`src/pkg/prr_pkg.sv`:
```
// constants for the pace and respiration result readout
package prr_pkg;
  localparam logic [7:0]  ADDR_PACE      = 8'h1A;
  localparam logic [7:0]  ADDR_RESP_MAG  = 8'h1B;
  localparam logic [7:0]  ADDR_RESP_PH   = 8'h1C;
  localparam int          PACE_CH        = 3;
  localparam int          GRP_W          = 8;
  localparam int          FLAG_POS       = 7;
  localparam int          WID_LSB        = 4;
  localparam int          WID_W          = 3;
  localparam int          HGT_W          = 4;
  localparam int          DATA_W         = 24;
  localparam int          WORD_W         = 32;
  localparam int          HALF_W         = 16;
  localparam logic [23:0] DATA_RESET     = 24'h000000;
  localparam int          CLK_HZ         = 125000000;
  localparam int          RATE_HZ        = 128000;
  // accumulator step so the enable averages 128 kHz from 125 MHz
  localparam logic [16:0] ACC_MOD        = 17'h1E848;
  localparam logic [16:0] ACC_STEP       = 17'h00080;
  localparam int          WID_CNT_W      = 16;
  localparam int          AMP_W          = 16;
  typedef enum logic [1:0]
  {
    SH_IDLE  = 2'b00,
    SH_SHIFT = 2'b01
  } prr_shift_t;
endpackage : prr_pkg

```
`src/rtl/prr_readout.sv`:
```
// pace result packing, respiration words and serial word readout
`timescale 1ns/1ps
module prr_readout
  import prr_pkg::*;
(
  input  wire logic                 clock,
  input  wire logic                 resetn,
  input  wire logic [PACE_CH-1:0]   pace_pulse,
  input  wire logic [AMP_W-1:0]     pace_amp [PACE_CH],
  input  wire logic                 frame_start,
  input  wire logic                 resp_valid,
  input  wire logic [DATA_W-1:0]    resp_mag_in,
  input  wire logic [DATA_W-1:0]    resp_ph_in,
  input  wire logic                 rd_req,
  input  wire logic [7:0]           rd_addr,
  input  wire logic                 frame_mode,
  input  wire logic                 half_sel,
  output logic                      rate_tick,
  output logic [DATA_W-1:0]         pace_detect_result,
  output logic [DATA_W-1:0]         respiration_magnitude,
  output logic [DATA_W-1:0]         respiration_phase,
  output logic                      sdo,
  output logic                      sdo_valid,
  output logic                      sdo_last
);

  // log2 floor of a nonzero value, zero for zero
  function automatic logic [4:0] prr_log2(input logic [15:0] v);
    logic [4:0] r;
    r = 5'h00;
    for (int i = 0; i < 16; i++)
      if (v[i])
        r = 5'(i);
    return r;
  endfunction : prr_log2

  function automatic logic [WID_W-1:0] prr_wcode(input logic [15:0] w);
    logic [4:0] l;
    l = prr_log2(w);
    if (l == 5'h00)
      return '0;
    else if (l > 5'h08)
      return 3'h7;
    else
      return 3'(l - 5'h01);
  endfunction : prr_wcode

  // 128 kHz tick from an accumulator divider
  logic [16:0] acc_ff, nxt_acc;
  logic        tick_ff, nxt_tick;
  always_comb
  begin
    nxt_acc  = acc_ff + ACC_STEP;
    nxt_tick = 1'b0;
    if (nxt_acc >= ACC_MOD)
    begin
      nxt_acc  = 17'(nxt_acc - ACC_MOD);
      nxt_tick = 1'b1;
    end
  end
  always_ff @(posedge clock)
  begin
    if (!resetn)
    begin
      acc_ff  <= 17'h00000;
      tick_ff <= 1'b0;
    end
    else
    begin
      acc_ff  <= nxt_acc;
      tick_ff <= nxt_tick;
    end
  end
  assign rate_tick = tick_ff;

  // per-channel measurement and frame latch
  logic [PACE_CH-1:0]   prev_ff, nxt_prev;
  logic [WID_CNT_W-1:0] wcnt_ff [PACE_CH], nxt_wcnt [PACE_CH];
  logic [AMP_W-1:0]     peak_ff [PACE_CH], nxt_peak [PACE_CH];
  logic [DATA_W-1:0]    pace_ff, nxt_pace;
  logic [PACE_CH-1:0]   trail;
  always_comb
  begin
    nxt_prev = pace_pulse;
    nxt_pace = frame_start ? DATA_RESET : pace_ff;
    for (int c = 0; c < PACE_CH; c++)
    begin
      trail[c]    = prev_ff[c] && !pace_pulse[c];
      nxt_wcnt[c] = wcnt_ff[c];
      nxt_peak[c] = peak_ff[c];
      if (pace_pulse[c] && !prev_ff[c])
      begin
        nxt_wcnt[c] = '0;
        nxt_peak[c] = pace_amp[c];
      end
      else if (pace_pulse[c])
      begin
        if (tick_ff && wcnt_ff[c] != '1)
          nxt_wcnt[c] = wcnt_ff[c] + 16'h0001;
        if (pace_amp[c] > peak_ff[c])
          nxt_peak[c] = pace_amp[c];
      end
      if (trail[c])
      begin
        // detection wins over a frame clear in the same cycle
        nxt_pace[c*GRP_W+FLAG_POS] = 1'b1;
        nxt_pace[c*GRP_W+WID_LSB +: WID_W] = prr_wcode(wcnt_ff[c]);
        nxt_pace[c*GRP_W +: HGT_W] = 4'(prr_log2(peak_ff[c]));
      end
    end
  end
  always_ff @(posedge clock)
  begin
    if (!resetn)
    begin
      prev_ff <= '0;
      pace_ff <= DATA_RESET;
      for (int c = 0; c < PACE_CH; c++)
      begin
        wcnt_ff[c] <= '0;
        peak_ff[c] <= '0;
      end
    end
    else
    begin
      prev_ff <= nxt_prev;
      pace_ff <= nxt_pace;
      wcnt_ff <= nxt_wcnt;
      peak_ff <= nxt_peak;
    end
  end
  assign pace_detect_result = pace_ff;

  // respiration words held as delivered
  logic [DATA_W-1:0] mag_ff, nxt_mag, ph_ff, nxt_ph;
  always_comb
  begin
    nxt_mag = resp_valid ? resp_mag_in : mag_ff;
    nxt_ph  = resp_valid ? resp_ph_in  : ph_ff;
  end
  always_ff @(posedge clock)
  begin
    if (!resetn)
    begin
      mag_ff <= DATA_RESET;
      ph_ff  <= DATA_RESET;
    end
    else
    begin
      mag_ff <= nxt_mag;
      ph_ff  <= nxt_ph;
    end
  end
  assign respiration_magnitude = mag_ff;
  assign respiration_phase     = ph_ff;

  // serial shifter: address byte then data, msb first; the frame-mode low half (half_sel) is data bits 15:0 only
  prr_shift_t        st_ff, nxt_st;
  logic [WORD_W-1:0] sh_ff, nxt_sh;
  logic [5:0]        cnt_ff, nxt_cnt;
  logic              sdo_ff, nxt_sdo, sv_ff, nxt_sv, sl_ff, nxt_sl;
  logic [DATA_W-1:0] sel_data;
  logic [WORD_W-1:0] word;
  always_comb
  begin
    unique case (rd_addr)
      ADDR_PACE:     sel_data = pace_ff;
      ADDR_RESP_MAG: sel_data = mag_ff;
      ADDR_RESP_PH:  sel_data = ph_ff;
      default:       sel_data = DATA_RESET;
    endcase
    word    = {rd_addr, sel_data};
    nxt_st  = st_ff;
    nxt_sh  = sh_ff;
    nxt_cnt = cnt_ff;
    nxt_sdo = 1'b0;
    nxt_sv  = 1'b0;
    nxt_sl  = 1'b0;
    unique case (st_ff)
      SH_IDLE:
        if (rd_req)
        begin
          nxt_st = SH_SHIFT;
          if (frame_mode)
          begin
            // frame mode: one 16-bit half per request
            nxt_sh  = half_sel ? {word[HALF_W-1:0], 16'h0000}
                               : word;
            nxt_cnt = 6'(HALF_W);
          end
          else
          begin
            nxt_sh  = word;
            nxt_cnt = 6'(WORD_W);
          end
        end
      SH_SHIFT:
      begin
        nxt_sdo = sh_ff[WORD_W-1];
        nxt_sv  = 1'b1;
        nxt_sh  = {sh_ff[WORD_W-2:0], 1'b0};
        nxt_cnt = 6'(cnt_ff - 6'h01);
        if (cnt_ff == 6'h01)
        begin
          nxt_sl = 1'b1;
          nxt_st = SH_IDLE;
        end
      end
    endcase
  end
  always_ff @(posedge clock)
  begin
    if (!resetn)
    begin
      st_ff  <= SH_IDLE;
      sh_ff  <= '0;
      cnt_ff <= 6'h00;
      sdo_ff <= 1'b0;
      sv_ff  <= 1'b0;
      sl_ff  <= 1'b0;
    end
    else
    begin
      st_ff  <= nxt_st;
      sh_ff  <= nxt_sh;
      cnt_ff <= nxt_cnt;
      sdo_ff <= nxt_sdo;
      sv_ff  <= nxt_sv;
      sl_ff  <= nxt_sl;
    end
  end
  assign sdo       = sdo_ff;
  assign sdo_valid = sv_ff;
  assign sdo_last  = sl_ff;

  // properties on the pace word, the readout framing and the captures
  chk_flag_on_trail: assert property (
    @(posedge clock) disable iff (!resetn)
    prev_ff[0] && !pace_pulse[0] |=> pace_ff[FLAG_POS])
    else $error("pace flag not set after trailing edge");

  chk_top_group_flag: assert property (
    @(posedge clock) disable iff (!resetn)
    prev_ff[2] && !pace_pulse[2] |=> pace_ff[2*GRP_W+FLAG_POS])
    else $error("channel three flag not in top byte");

  chk_frame_clear: assert property (
    @(posedge clock) disable iff (!resetn)
    frame_start && !(prev_ff[0] && !pace_pulse[0]) |=> !pace_ff[FLAG_POS])
    else $error("pace flag not cleared at frame start");

  chk_full_word_len: assert property (
    @(posedge clock) disable iff (!resetn)
    st_ff == SH_IDLE && rd_req && !frame_mode |=> ##1 sdo_valid [*8])
    else $error("full word read too short");

  chk_full_word_end: assert property (
    @(posedge clock) disable iff (!resetn)
    st_ff == SH_IDLE && rd_req && !frame_mode |=> ##32 sdo_last)
    else $error("full word read not 32 bits");

  chk_idle_quiet: assert property (
    @(posedge clock) disable iff (!resetn)
    st_ff == SH_IDLE |=> !sdo_valid)
    else $error("bit shown while shifter idle");

  chk_half_word_end: assert property (
    @(posedge clock) disable iff (!resetn)
    st_ff == SH_IDLE && rd_req && frame_mode |=> ##16 sdo_last)
    else $error("frame half word not 16 bits");

  chk_addr_first: assert property (
    @(posedge clock) disable iff (!resetn)
    st_ff == SH_IDLE && rd_req && rd_addr == ADDR_PACE && !frame_mode
    |=> ##4 sdo)
    else $error("address byte bit wrong");

  chk_mag_capture: assert property (
    @(posedge clock) disable iff (!resetn)
    resp_valid |=> respiration_magnitude == $past(resp_mag_in))
    else $error("magnitude not captured");

  chk_phase_capture: assert property (
    @(posedge clock) disable iff (!resetn)
    resp_valid |=> respiration_phase == $past(resp_ph_in))
    else $error("phase not captured");

  chk_flag_stable: assert property (
    @(posedge clock) disable iff (!resetn)
    !frame_start && pace_ff[FLAG_POS] |=> pace_ff[FLAG_POS])
    else $error("pace flag dropped within frame");

  chk_tick_single: assert property (
    @(posedge clock) disable iff (!resetn)
    rate_tick |=> !rate_tick)
    else $error("rate tick longer than one cycle");
endmodule : prr_readout

```
`config.mk`:
```
export PLATFORM = sky130hd
export DESIGN_NAME = prr_readout
export DESIGN_NICKNAME = d
export VERILOG_FILES = /design/src/pkg/prr_pkg.sv /design/src/rtl/prr_readout.sv
export SDC_FILE = /design/constraint.sdc
export NUM_CORES = 1
export LEC_CHECK = 0
export BUFFER_PORTS_ARGS = -buffer_cell sky130_fd_sc_hd__buf_4
export CORE_MARGIN = 3
export CORE_UTILIZATION = 30
export DETAILED_ROUTE_END_ITERATION = 16
export SETUP_SLACK_MARGIN = 0.15
export SYNTH_ARGS = -nofsm -noshare
export SYNTH_HDL_FRONTEND = slang
export SYNTH_SLANG_ARGS = --single-unit
```
`constraint.sdc`:
```
create_clock -name clock -period 2.1 [get_ports clock]
set_input_delay 0.105 -clock clock [delete_from_list [all_inputs] [get_ports clock]]
set_output_delay 0.105 -clock clock [all_outputs]
set_load 0.1 [all_outputs]
```
==> flow_summary.json, run 1 <==
{
  "status": "finished, violations left",
  "violations": "negative setup slack",
  "ir_worst_vdd_mv": 0.6600,
  "combinationalPowerShare": 0.210,
  "drive_gt1_frac": 0.3277,
  "synth-adder-area-share": 0.06160,
  "antennaDiodeCount": 0,
  "worstSkewPairLatency_ns": 0.56,
  "vias_per_cell": 5.148,
  "mostFrequentLayoutCell": "buf_4",
  "period_needed_ns": 2.291,
  "htree_levels": 1,
  "p_sw_frac": 0.3051,
  "critPathLaunchType": "register",
  "r2r_slack_ns": -0.19,
  "synthFlopType": "dfxtp_1",
  "ys_types": 66,
  "rsz0062_at_grt": "yes",
  "ys_ff_latch": 228,
  "numCtsBuffers": 29,
  "fill_cells": 3726,
  "report.final.slew_viol_count": 0,
  "synth.largest_area_cell": "dfxtp_1",
  "drtIter0Drc": 759,
  "fin_nets": 1999,
  "synth_top_area_frac": 0.3745,
  "globalRouteOverflowTotal": 0,
  "grt_pass1_wl_um": 62440,
  "ys_seq_area_frac": 0.3745,
  "crit_start": "peak_ff[37]",
  "floorplan.rows": 73,
  "rr_startpoint": "peak_ff[37]",
  "die-area_sq_mm": 0.04308,
  "postSynthCellCount": 1468,
  "drv_cap": 0,
  "dp_hpwl_um": 27210,
  "clockBufferDepth": 3,
  "fmax_ghz": 0.4366,
  "cp.required_ns": 2.57,
  "synthTopCellsByArea": "dfxtp_1 (37%), mux2i_1 (6.6%), ha_1 (6.2%)",
  "syn_to_final_growth_pct": 49.14,
  "die_w_um": 207.6,
  "switching_power_mw": 3.661,
  "post-place-cells": 2178,
  "synth_edf_count": 0,
  "dieHeight_um": 207.6,
  "cts_tree": "done",
  "power.internal_mw": 8.340,
  "place.gp.congestion": 0.8506,
  "start_util": 0.3054,
  "antenna_found_initial": 0,
  "cellLeakagePower_nw": 7.188,
  "clockPowerShare": 0.401,
  "port_buffers": 189,
  "synthSimpleGateAreaFrac": 0.2138,
  "worst_slack_ns": -0.1906,
  "worstPathMaxFanout": 8,
  "p_per_area_mw_per_mm2": 660.2,
  "fin_hold_ws_ns": 0.04289,
  "hold_viol_final": 0,
  "holdCritPathClass": "input port to register",
  "drt-total-wl_um": 40940,
  "dr.pass1.iters": 5,
  "vias": 12210,
  "power_frac_seq": 0.389,
  "critPathKind": "register to register",
  "drc": 0,
  "grt_max_degree": 80,
  "first_global_vias": 11660,
  "reg2regPathDepth": 7,
  "stdcell_count": 2371,
  "ios": 190,
  "synth_warnings": 0,
  "antenna_left": 0,
  "max-slew-margin-rel": 0.1986,
  "synth_xor_area_frac": 0.03593,
  "finalCritPeriodShare": 1.091,
  "cp-end-kind": "register",
  "netlist_area_sq_mm": 0.01219,
  "core_sq_mm": 0.03991,
  "syn_nets": 1642,
  "mostFrequentLayoutCells": "buf_4 (297), dfxtp_1 (177), nor2_1 (148)",
  "wl_per_cell_um": 17.26,
  "setup_violations": 32,
  "clk_pin_slew_worst_paths_ns": 0.06,
  "cts_num_sinks": 228,
  "synthMuxAreaShare": 0.06663,
  "tightest_slew_ns": 1.194,
  "endpoint": "peak_ff[38]",
  "grt_use_total": 0.1750,
  "root_buffer": "clkbuf_16",
  "synth_async_sr_flop_share": 0,
  "cp.arrival_ns": 2.76,
  "timing.rr.end": "peak_ff[38]",
  "fin_skew_ns": 0.01223,
  "postSynthAreaPerCell_sq_um": 8.302,
  "synth-compound-area-share": 0.1894,
  "synth_top_family_by_area": "simple AND/OR/NAND/NOR gates"
}
-- sequential cells by signal, indices dropped and copies added (netlist names) --
name	count
sdo_valid	1
respiration_magnitude	24
st_ff	1
sdo	1
wcnt_ff	48
peak_ff	48
pace_detect_result	24
cnt_ff	6
rate_tick	1
respiration_phase	24
sdo_last	1
sh_ff	32
acc_ff	14
prev_ff	3
-- kinds of logic (layout without fill, tap and decap cells) --
family                   count (synthesis)  in the layout
AND/OR/NAND/NOR                        539            539
adder cells (fa/ha/maj)                 60             60
XOR/XNOR                                50             50
flip-flops                             228            228
multiplexers                            81             81
buffers and inverters                  180            555
AO/OA/AOI/OAI                          330            333
-- what timing repair did --
item | 4_1_cts | 5_1_grt
setup buffers | 16 | 16
gates resized for setup | 109 | 134
pin swaps | 37 | 69
endpoints found under the setup margin | 65 | 73
endpoints found under the hold margin | 105 | 0
hold buffers | 101 | 0
cloned | 5 | 3
-- critical path, stage by stage (launching register included) --
cell and delay [ns]:
dfxtp_1 0.36, inv_1 0.07, ha_1 0.29, nand2_1 0.08
or4_4 0.55, or3_4 0.45, o311a_4 0.20, o31ai_2 0.21
-- power groups by stage --
| stage | clock network, mW | logic (mW) | registers, mW |
|---|---|---|---|
| 2_1_floorplan | 0 | 0.874 | 5.23 |
| 3_3_place_gp | 0 | 2.02 | 4.77 |
| 3_5_place_dp | 0 | 2.04 | 4.77 |
| 4_1_cts | 4.95 | 2.36 | 4.68 |
| 5_1_grt | 5.12 | 2.69 | 4.69 |
| 6_report | 4.81 | 2.52 | 4.67 |
-- synth_stat cells (5+ instances only) --
cell type  number
a21oi_1        88
a211oi_1       17
or3_1          15
o21ai_0        51
nand3_1        79
nand2_1       113
nor2_1        154
a221oi_1       15
buf_2           5
and2_1         11
xor2_1         28
o211a_1         9
o21bai_1        5
nand2b_1       19
dfxtp_1       228
o31ai_1        32
o31ai_2        14
o221ai_1        9
inv_1          85
nor4_1         18
buf_1          11
and4_1          5
xnor2_1        22
ha_1           60
clkbuf_1       75
nor3b_1        14
o21ai_1         6
a311oi_1        9
nor2b_1        16
a31oi_1         8
o2111ai_1       5
o22ai_1         9
nor3_1         41
o211ai_1       11
o41ai_1         5
mux2i_1        80
and3_1         18
nand4_1        27
-- per-stage QoR --
stage	power, mW	utilization	instance area (sq um)	TNS, ns	worst slack [ns]
floorplan	6.102	-	12440	-0.9107	-0.06935
global placement	6.789	0.3721	14850	-3.213	-0.2236
detailed placement	6.810	0.3721	14850	-4.929	-0.2910
CTS	11.98	0.4364	17420	-2.039	-0.1282
global route	12.50	0.4554	18180	-8.061	-0.3198
finish	12.00	0.4554	18180	-4.624	-0.1906
-- layout make-up --
type	instances	area, sq um	share of cell area
Clock buffer	43	828.3	0.04557
Clock inverter	9	83.83	0.004612
Inverter	85	321.6	0.01769
Multi-Input combinational cell	1063	8084	0.4447
Sequential cell	228	4653	0.2560
Tap cell	525	656.9	0.03614
Timing Repair Buffer	418	3550	0.1953
-- worst min-delay path by stage --
stage	end	startpoint	depth (start not counted)
CTS	sh_ff[31]	rd_addr[7]	5
detailed placement	peak_ff[25]	pace_amp[25]	3
finish	sh_ff[31]	rd_addr[7]	5
floorplan	peak_ff[30]	pace_amp[30]	2
global placement	peak_ff[25]	pace_amp[25]	3
global route	pace_detect_result[4]	resetn	2
-- metal layers --
metal,part of all wire,track usage
met2,0.47,0.2872
met4,0.032,0.06133
met3,0.049,0.03083
met5,0,0
met1,0.45,0.2320
(Power assumes the default switching activity.)
==> run 2, diff against run 1 <==
--- a/config.mk
+++ b/config.mk
@@ -5,7 +5,7 @@
 export SDC_FILE = /design/constraint.sdc
 export NUM_CORES = 1
 export LEC_CHECK = 0
-export BUFFER_PORTS_ARGS = -buffer_cell sky130_fd_sc_hd__buf_4
+export BUFFER_PORTS_ARGS = -buffer_cell sky130_fd_sc_hd__clkbuf_2
 export CORE_MARGIN = 3
 export CORE_UTILIZATION = 30
 export DETAILED_ROUTE_END_ITERATION = 16
==> run 2 against run 1 <==
Net effect: the run still ends with negative setup slack left; clock power is 2% higher; sequential share of layout area is 0.72 points higher; first-iteration DRC count is 21% lower; final area is 2.8% lower; worst setup slack better by 0.050 ns; critical path type unchanged; largest cell class unchanged.
==> flow_summary.json, run 2 (synthesis gave the netlist of run 1 again) <==
{
  "dieHeight_um": 207.6,
  "cp.required_ns": 2.54,
  "report.final.slew_viol_count": 0,
  "antennaDiodeCount": 0,
  "fmax_ghz": 0.4463,
  "period_needed_ns": 2.241,
  "violations": "negative setup slack",
  "cp-end-kind": "register",
  "cts_tree": "done",
  "globalRouteOverflowTotal": 0,
  "clockBufferDepth": 3,
  "drv_cap": 0,
  "fin_nets": 2000,
  "grt_max_degree": 49,
  "tightest_slew_ns": 1.179,
  "finalPower_mw": 11.93,
  "dr.pass1.iters": 5,
  "port_buffers": 189,
  "rr_startpoint": "peak_ff[42]",
  "drc": 0,
  "grt_use_total": 0.1729,
  "hp-start": "rd_req",
  "vias": 12270,
  "critPathLaunchType": "register",
  "antenna_left": 0,
  "numCtsBuffers": 28,
  "clk_pin_slew_worst_paths_ns": 0.06,
  "htree_levels": 1,
  "final_util": 0.4425,
  "r2r_slack_ns": -0.14,
  "status": "finished, violations left",
  "pre_cts_ws_ns": -0.2520,
  "worstSkewPairLatency_ns": 0.55,
  "root_buffer": "clkbuf_16",
  "place.gp.congestion": 0.8804,
  "start_util": 0.3054,
  "antenna_found_initial": 0,
  "ios": 190,
  "largestRegisters": "peak_ff x48, wcnt_ff x48, sh_ff x32",
  "p_per_area_mw_per_mm2": 675.7,
  "dp_hpwl_um": 27450,
  "holdCritPathClass": "input port to register",
  "syn_to_final_growth_pct": 44.92,
  "hold_viol_final": 0,
  "drive_gt1_frac": 0.3194,
  "max-slew-margin-rel": 0.2084,
  "cellLeakagePower_nw": 7.067,
  "fin_skew_ns": 0.01212,
  "floorplan.rows": 73,
  "setup_violations": 32,
  "first_global_vias": 12100,
  "rsz0062_at_grt": "yes",
  "finalCritPeriodShare": 1.067,
  "critPathKind": "register to register",
  "worstPathMaxFanout": 8,
  "mostFrequentLayoutCells": "clkbuf_2 (187), dfxtp_1 (177), nor2_1 (151)",
  "grt_pass1_wl_um": 62560,
  "die_w_um": 207.6,
  "hold_end": "cnt_ff[0]",
  "place_area_sq_mm": 0.01445,
  "drt-total-wl_um": 39950,
  "timing.rr.end": "peak_ff[43]",
  "reg2regPathDepth": 8,
  "wl_per_cell_um": 16.86,
  "hold_depth": 3,
  "mostFrequentLayoutCell": "clkbuf_2",
  "drtIter0Drc": 601,
  "vias_per_cell": 5.180,
  "worst_slack_ns": -0.1408,
  "stdcell_area_sq_mm": 0.01766,
  "cp.arrival_ns": 2.68,
  "core_sq_mm": 0.03991,
  "ir_worst_vdd_mv": 0.5030,
  "die-area_sq_mm": 0.04308,
  "cts_num_sinks": 228
}
==> run 2: how the worst max path moves through the flow <==
| stage | slack [ns] | cells past startpoint | start | end |
|---|---|---|---|---|
| finish | -0.14 | 8 | peak_ff[42] | peak_ff[43] |
| global route | -0.21 | 7 | peak_ff[43] | peak_ff[47] |
| CTS | -0.12 | 7 | peak_ff[43] | peak_ff[46] |
| detailed placement | -0.25 | 8 | peak_ff[40] | peak_ff[45] |
| global placement | -0.19 | 8 | peak_ff[43] | peak_ff[45] |
| floorplan | -0.07 | 9 | peak_ff[43] | peak_ff[40] |
==> run 2: area by class of cell <==
class	count	area, sq um
multi-input combinational	1063	8038
clock inverter	10	128.9
tap	525	656.9
inverter	85	321.6
fill	3749	22250
clock buffer	38	799.5
timing repair buffer	420	3070
sequential	228	4648
==> run 2: per-stage QoR <==
| step | std cells | hold slack [ns] | TNS, ns |
|---|---|---|---|
| after floorplan | 1468 | 0.2243 | -0.9107 |
| after global placement | 2186 | 0.3399 | -2.608 |
| after detailed placement | 2186 | 0.3463 | -3.562 |
| after CTS | 2355 | 0.04022 | -1.610 |
| after global routing | 2369 | 0.1029 | -5.996 |
| final | 2369 | 0.08289 | -3.274 |
==> run 2: timing repair <==
action / CTS / global route
hold buffers: 103 / 0
setup endpoints to repair: 62 / 72
resized for setup: 54 / 165
setup buffers: 13 / 12
pin swaps: 15 / 62
gates cloned: 5 / 2
endpoints found under the hold margin: 109 / 0
==> run 2: critical path: stages (launching register included) <==
cell and delay, ns:
dfxtp_2 0.34, inv_2 0.05, ha_4 0.26, nand4_1 0.14, or4_4 0.53, or3_4 0.43, o311a_4 0.21, nand3_2 0.11
o31ai_4 0.06
==> run 2: metal layers <==
metal  GRT usage  vias to the layer above  routed length, um  share of wire
li1            -                     6036                  -              -
met1      0.2214                     5852              17700           0.44
met2      0.2905                      300              18970           0.47
met3     0.03400                       84               2006          0.050
met4     0.06110                        0               1269          0.032
met5           0                        -                  0              0
==> run 2: report_power, final <==
| part | total, mW | leakage, nW | switching, mW | internal [mW] |
|---|---|---|---|---|
| combinational | 2.37 | 4.72 | 1.50 | 0.874 |
| clock | 4.90 | 0.462 | 1.89 | 3.00 |
| sequential | 4.67 | 1.89 | 0.156 | 4.51 |
==> run 3, diff against run 2 <==
--- a/config.mk
+++ b/config.mk
@@ -9,6 +9,7 @@
 export CORE_MARGIN = 3
 export CORE_UTILIZATION = 30
 export DETAILED_ROUTE_END_ITERATION = 16
+export REMOVE_ABC_BUFFERS = 1
 export SETUP_SLACK_MARGIN = 0.15
 export SYNTH_ARGS = -nofsm -noshare
 export SYNTH_HDL_FRONTEND = slang
==> run 3 against run 2 <==
Net effect: the run still ends with negative setup slack left; count of clock-buffer cells in the layout increased by 3; first-iteration DRC count increased by 20%; final area increased by 0.63%; sequential power about the same; critical endpoint is now peak_ff[41]; largest power group unchanged.
==> flow_summary.json, run 3 (synthesis gave the netlist of run 1 again) <==
{
  "status": "finished, violations left",
  "violations": "negative setup slack",
  "combinationalPowerShare": 0.209,
  "hold_viol_final": 0,
  "worst_slack_ns": -0.1847,
  "vias_per_cell": 5.237,
  "vias": 12450,
  "report.final.slew_viol_count": 0,
  "grt_use_total": 0.1737,
  "cp.required_ns": 2.54,
  "antenna_left": 0,
  "dp_hpwl_um": 26680,
  "die-area_sq_mm": 0.04308,
  "multi_input_area_sq_mm": 0.008100,
  "cp.arrival_ns": 2.73,
  "cts_num_sinks": 228,
  "clockPowerShare": 0.396,
  "regArea_sq_mm": 0.004636,
  "final_util": 0.4453,
  "syn_to_final_growth_pct": 45.84,
  "setup_violations": 28,
  "die_w_um": 207.6,
  "fill_cells": 3703,
  "drive_gt1_frac": 0.3256,
  "first_global_vias": 12150,
  "stdcell_area_sq_mm": 0.01777,
  "switching_power_mw": 3.597,
  "htree_levels": 1,
  "fmax_ghz": 0.4377,
  "largestRegisters": "peak_ff x48, wcnt_ff x48, sh_ff x32",
  "holdCritPathClass": "input port to register",
  "cellLeakagePower_nw": 7.084,
  "core_sq_mm": 0.03991,
  "power_frac_seq": 0.395,
  "p_sw_frac": 0.3047,
  "root_buffer": "clkbuf_16",
  "grt_max_degree": 42,
  "start_util": 0.3054,
  "ir_worst_vdd_mv": 0.4924,
  "worstPathMaxFanout": 8,
  "dieHeight_um": 207.6,
  "fin_skew_ns": 0.02902,
  "drt-total-wl_um": 40180,
  "cts_tree": "done",
  "rsz0062_at_grt": "yes",
  "place.gp.congestion": 0.8715,
  "mostFrequentLayoutCell": "clkbuf_2",
  "tightest_slew_ns": 1.154,
  "cp-end-kind": "register",
  "drtIter0Drc": 723,
  "critical-path-top-delay-family": "simple AND/OR/NAND/NOR gates",
  "fin_hold_ws_ns": 0.04490,
  "mostFrequentLayoutCells": "clkbuf_2 (187), dfxtp_1 (183), nor2_1 (151)",
  "place_area_sq_mm": 0.01428,
  "clk_pin_slew_worst_paths_ns": 0.06,
  "critPathMaxStageDelay_ns": 0.52,
  "crit_path_top_delay_cell": "or4_4",
  "path_cells": "inv_2 > ha_4 > nand4_1 > or4_4 > or3_4 > o311a_4 > o31ai_2",
  "period_needed_ns": 2.285,
  "critPathLaunchType": "register",
  "p_per_area_mw_per_mm2": 664.3,
  "drc": 0,
  "port_buffers": 189,
  "power.internal_mw": 8.210,
  "grt_pass1_wl_um": 63260,
  "dr.pass1.iters": 5,
  "numCtsBuffers": 28,
  "ios": 190,
  "finalCritPeriodShare": 1.088,
  "clockBufferDepth": 3,
  "max-slew-margin-rel": 0.2255,
  "critPathKind": "register to register",
  "worstSkewPairLatency_ns": 0.57,
  "globalRouteOverflowTotal": 0,
  "floorplan.rows": 73,
  "finalPower_mw": 11.81,
  "antenna_found_initial": 1,
  "drv_cap": 0,
  "wl_per_cell_um": 16.90,
  "path_buf_inv": 1,
  "fin_nets": 2007
}
run 3: stage by stage:
step	cells	TNS, ns	setup slack (ns)
after floorplan	1373	-108.06	-1.488
after global placement	2189	-4.601	-0.2783
after detailed placement	2189	-6.800	-0.3429
after CTS	2360	-2.528	-0.1724
after global routing	2378	-5.536	-0.2463
final	2378	-3.655	-0.1847
run 3: tightest hold or removal path: cells and delay by family:
family | cells | cell delay [ns]
muxes | 1 | 0.16
buffers and inverters | 1 | 0.23
and+or+nand+nor | 1 | 0.07
run 3: metal layers:
layer	routed length, um	GRT usage	part of all wire	vias up
met3	1727	0.02252	0.043	83
li1	-	-	-	6026
met4	1086	0.04775	0.027	0
met5	0	0	0	-
met2	19720	0.3023	0.49	329
met1	17650	0.2264	0.44	6016
run 3: power by group through the flow:
stage	clock [mW]	combinational, mW	sequential (mW)
floorplan	0	0.728	5.25
global placement	0	1.93	4.74
detailed placement	0	1.95	4.75
CTS	4.83	2.25	4.66
global route	4.97	2.64	4.68
finish	4.68	2.47	4.66
run 3: timing repair:
item | CTS | global route
cloned | 7 | 1
pin swaps | 59 | 57
resized for setup | 128 | 156
setup endpoints to repair | 63 | 75
hold buffers | 102 | 0
endpoints found under the hold margin | 105 | 0
setup buffers | 13 | 16
run 3: path summary, 6_finish.rpt:
check / from / end / slack (ns) / depth (start not counted)
max reg2reg: peak_ff[43] / peak_ff[41] / -0.18 / 7
max: peak_ff[43] / peak_ff[41] / -0.18 / 7
min: resp_valid / respiration_phase[11] / 0.04 / 3
min reg2reg: peak_ff[0] / peak_ff[0] / 0.46 / 2
run 3: cell type report:
cell class	instances	share of cell area
flip-flops and latches	228	0.2608
diodes	1	0.0001408
inverters	85	0.01809
well taps	525	0.03696
clock inverters	8	0.004716
repair buffers	427	0.1780
multi-input cells	1063	0.4557
clock buffers	41	0.04554
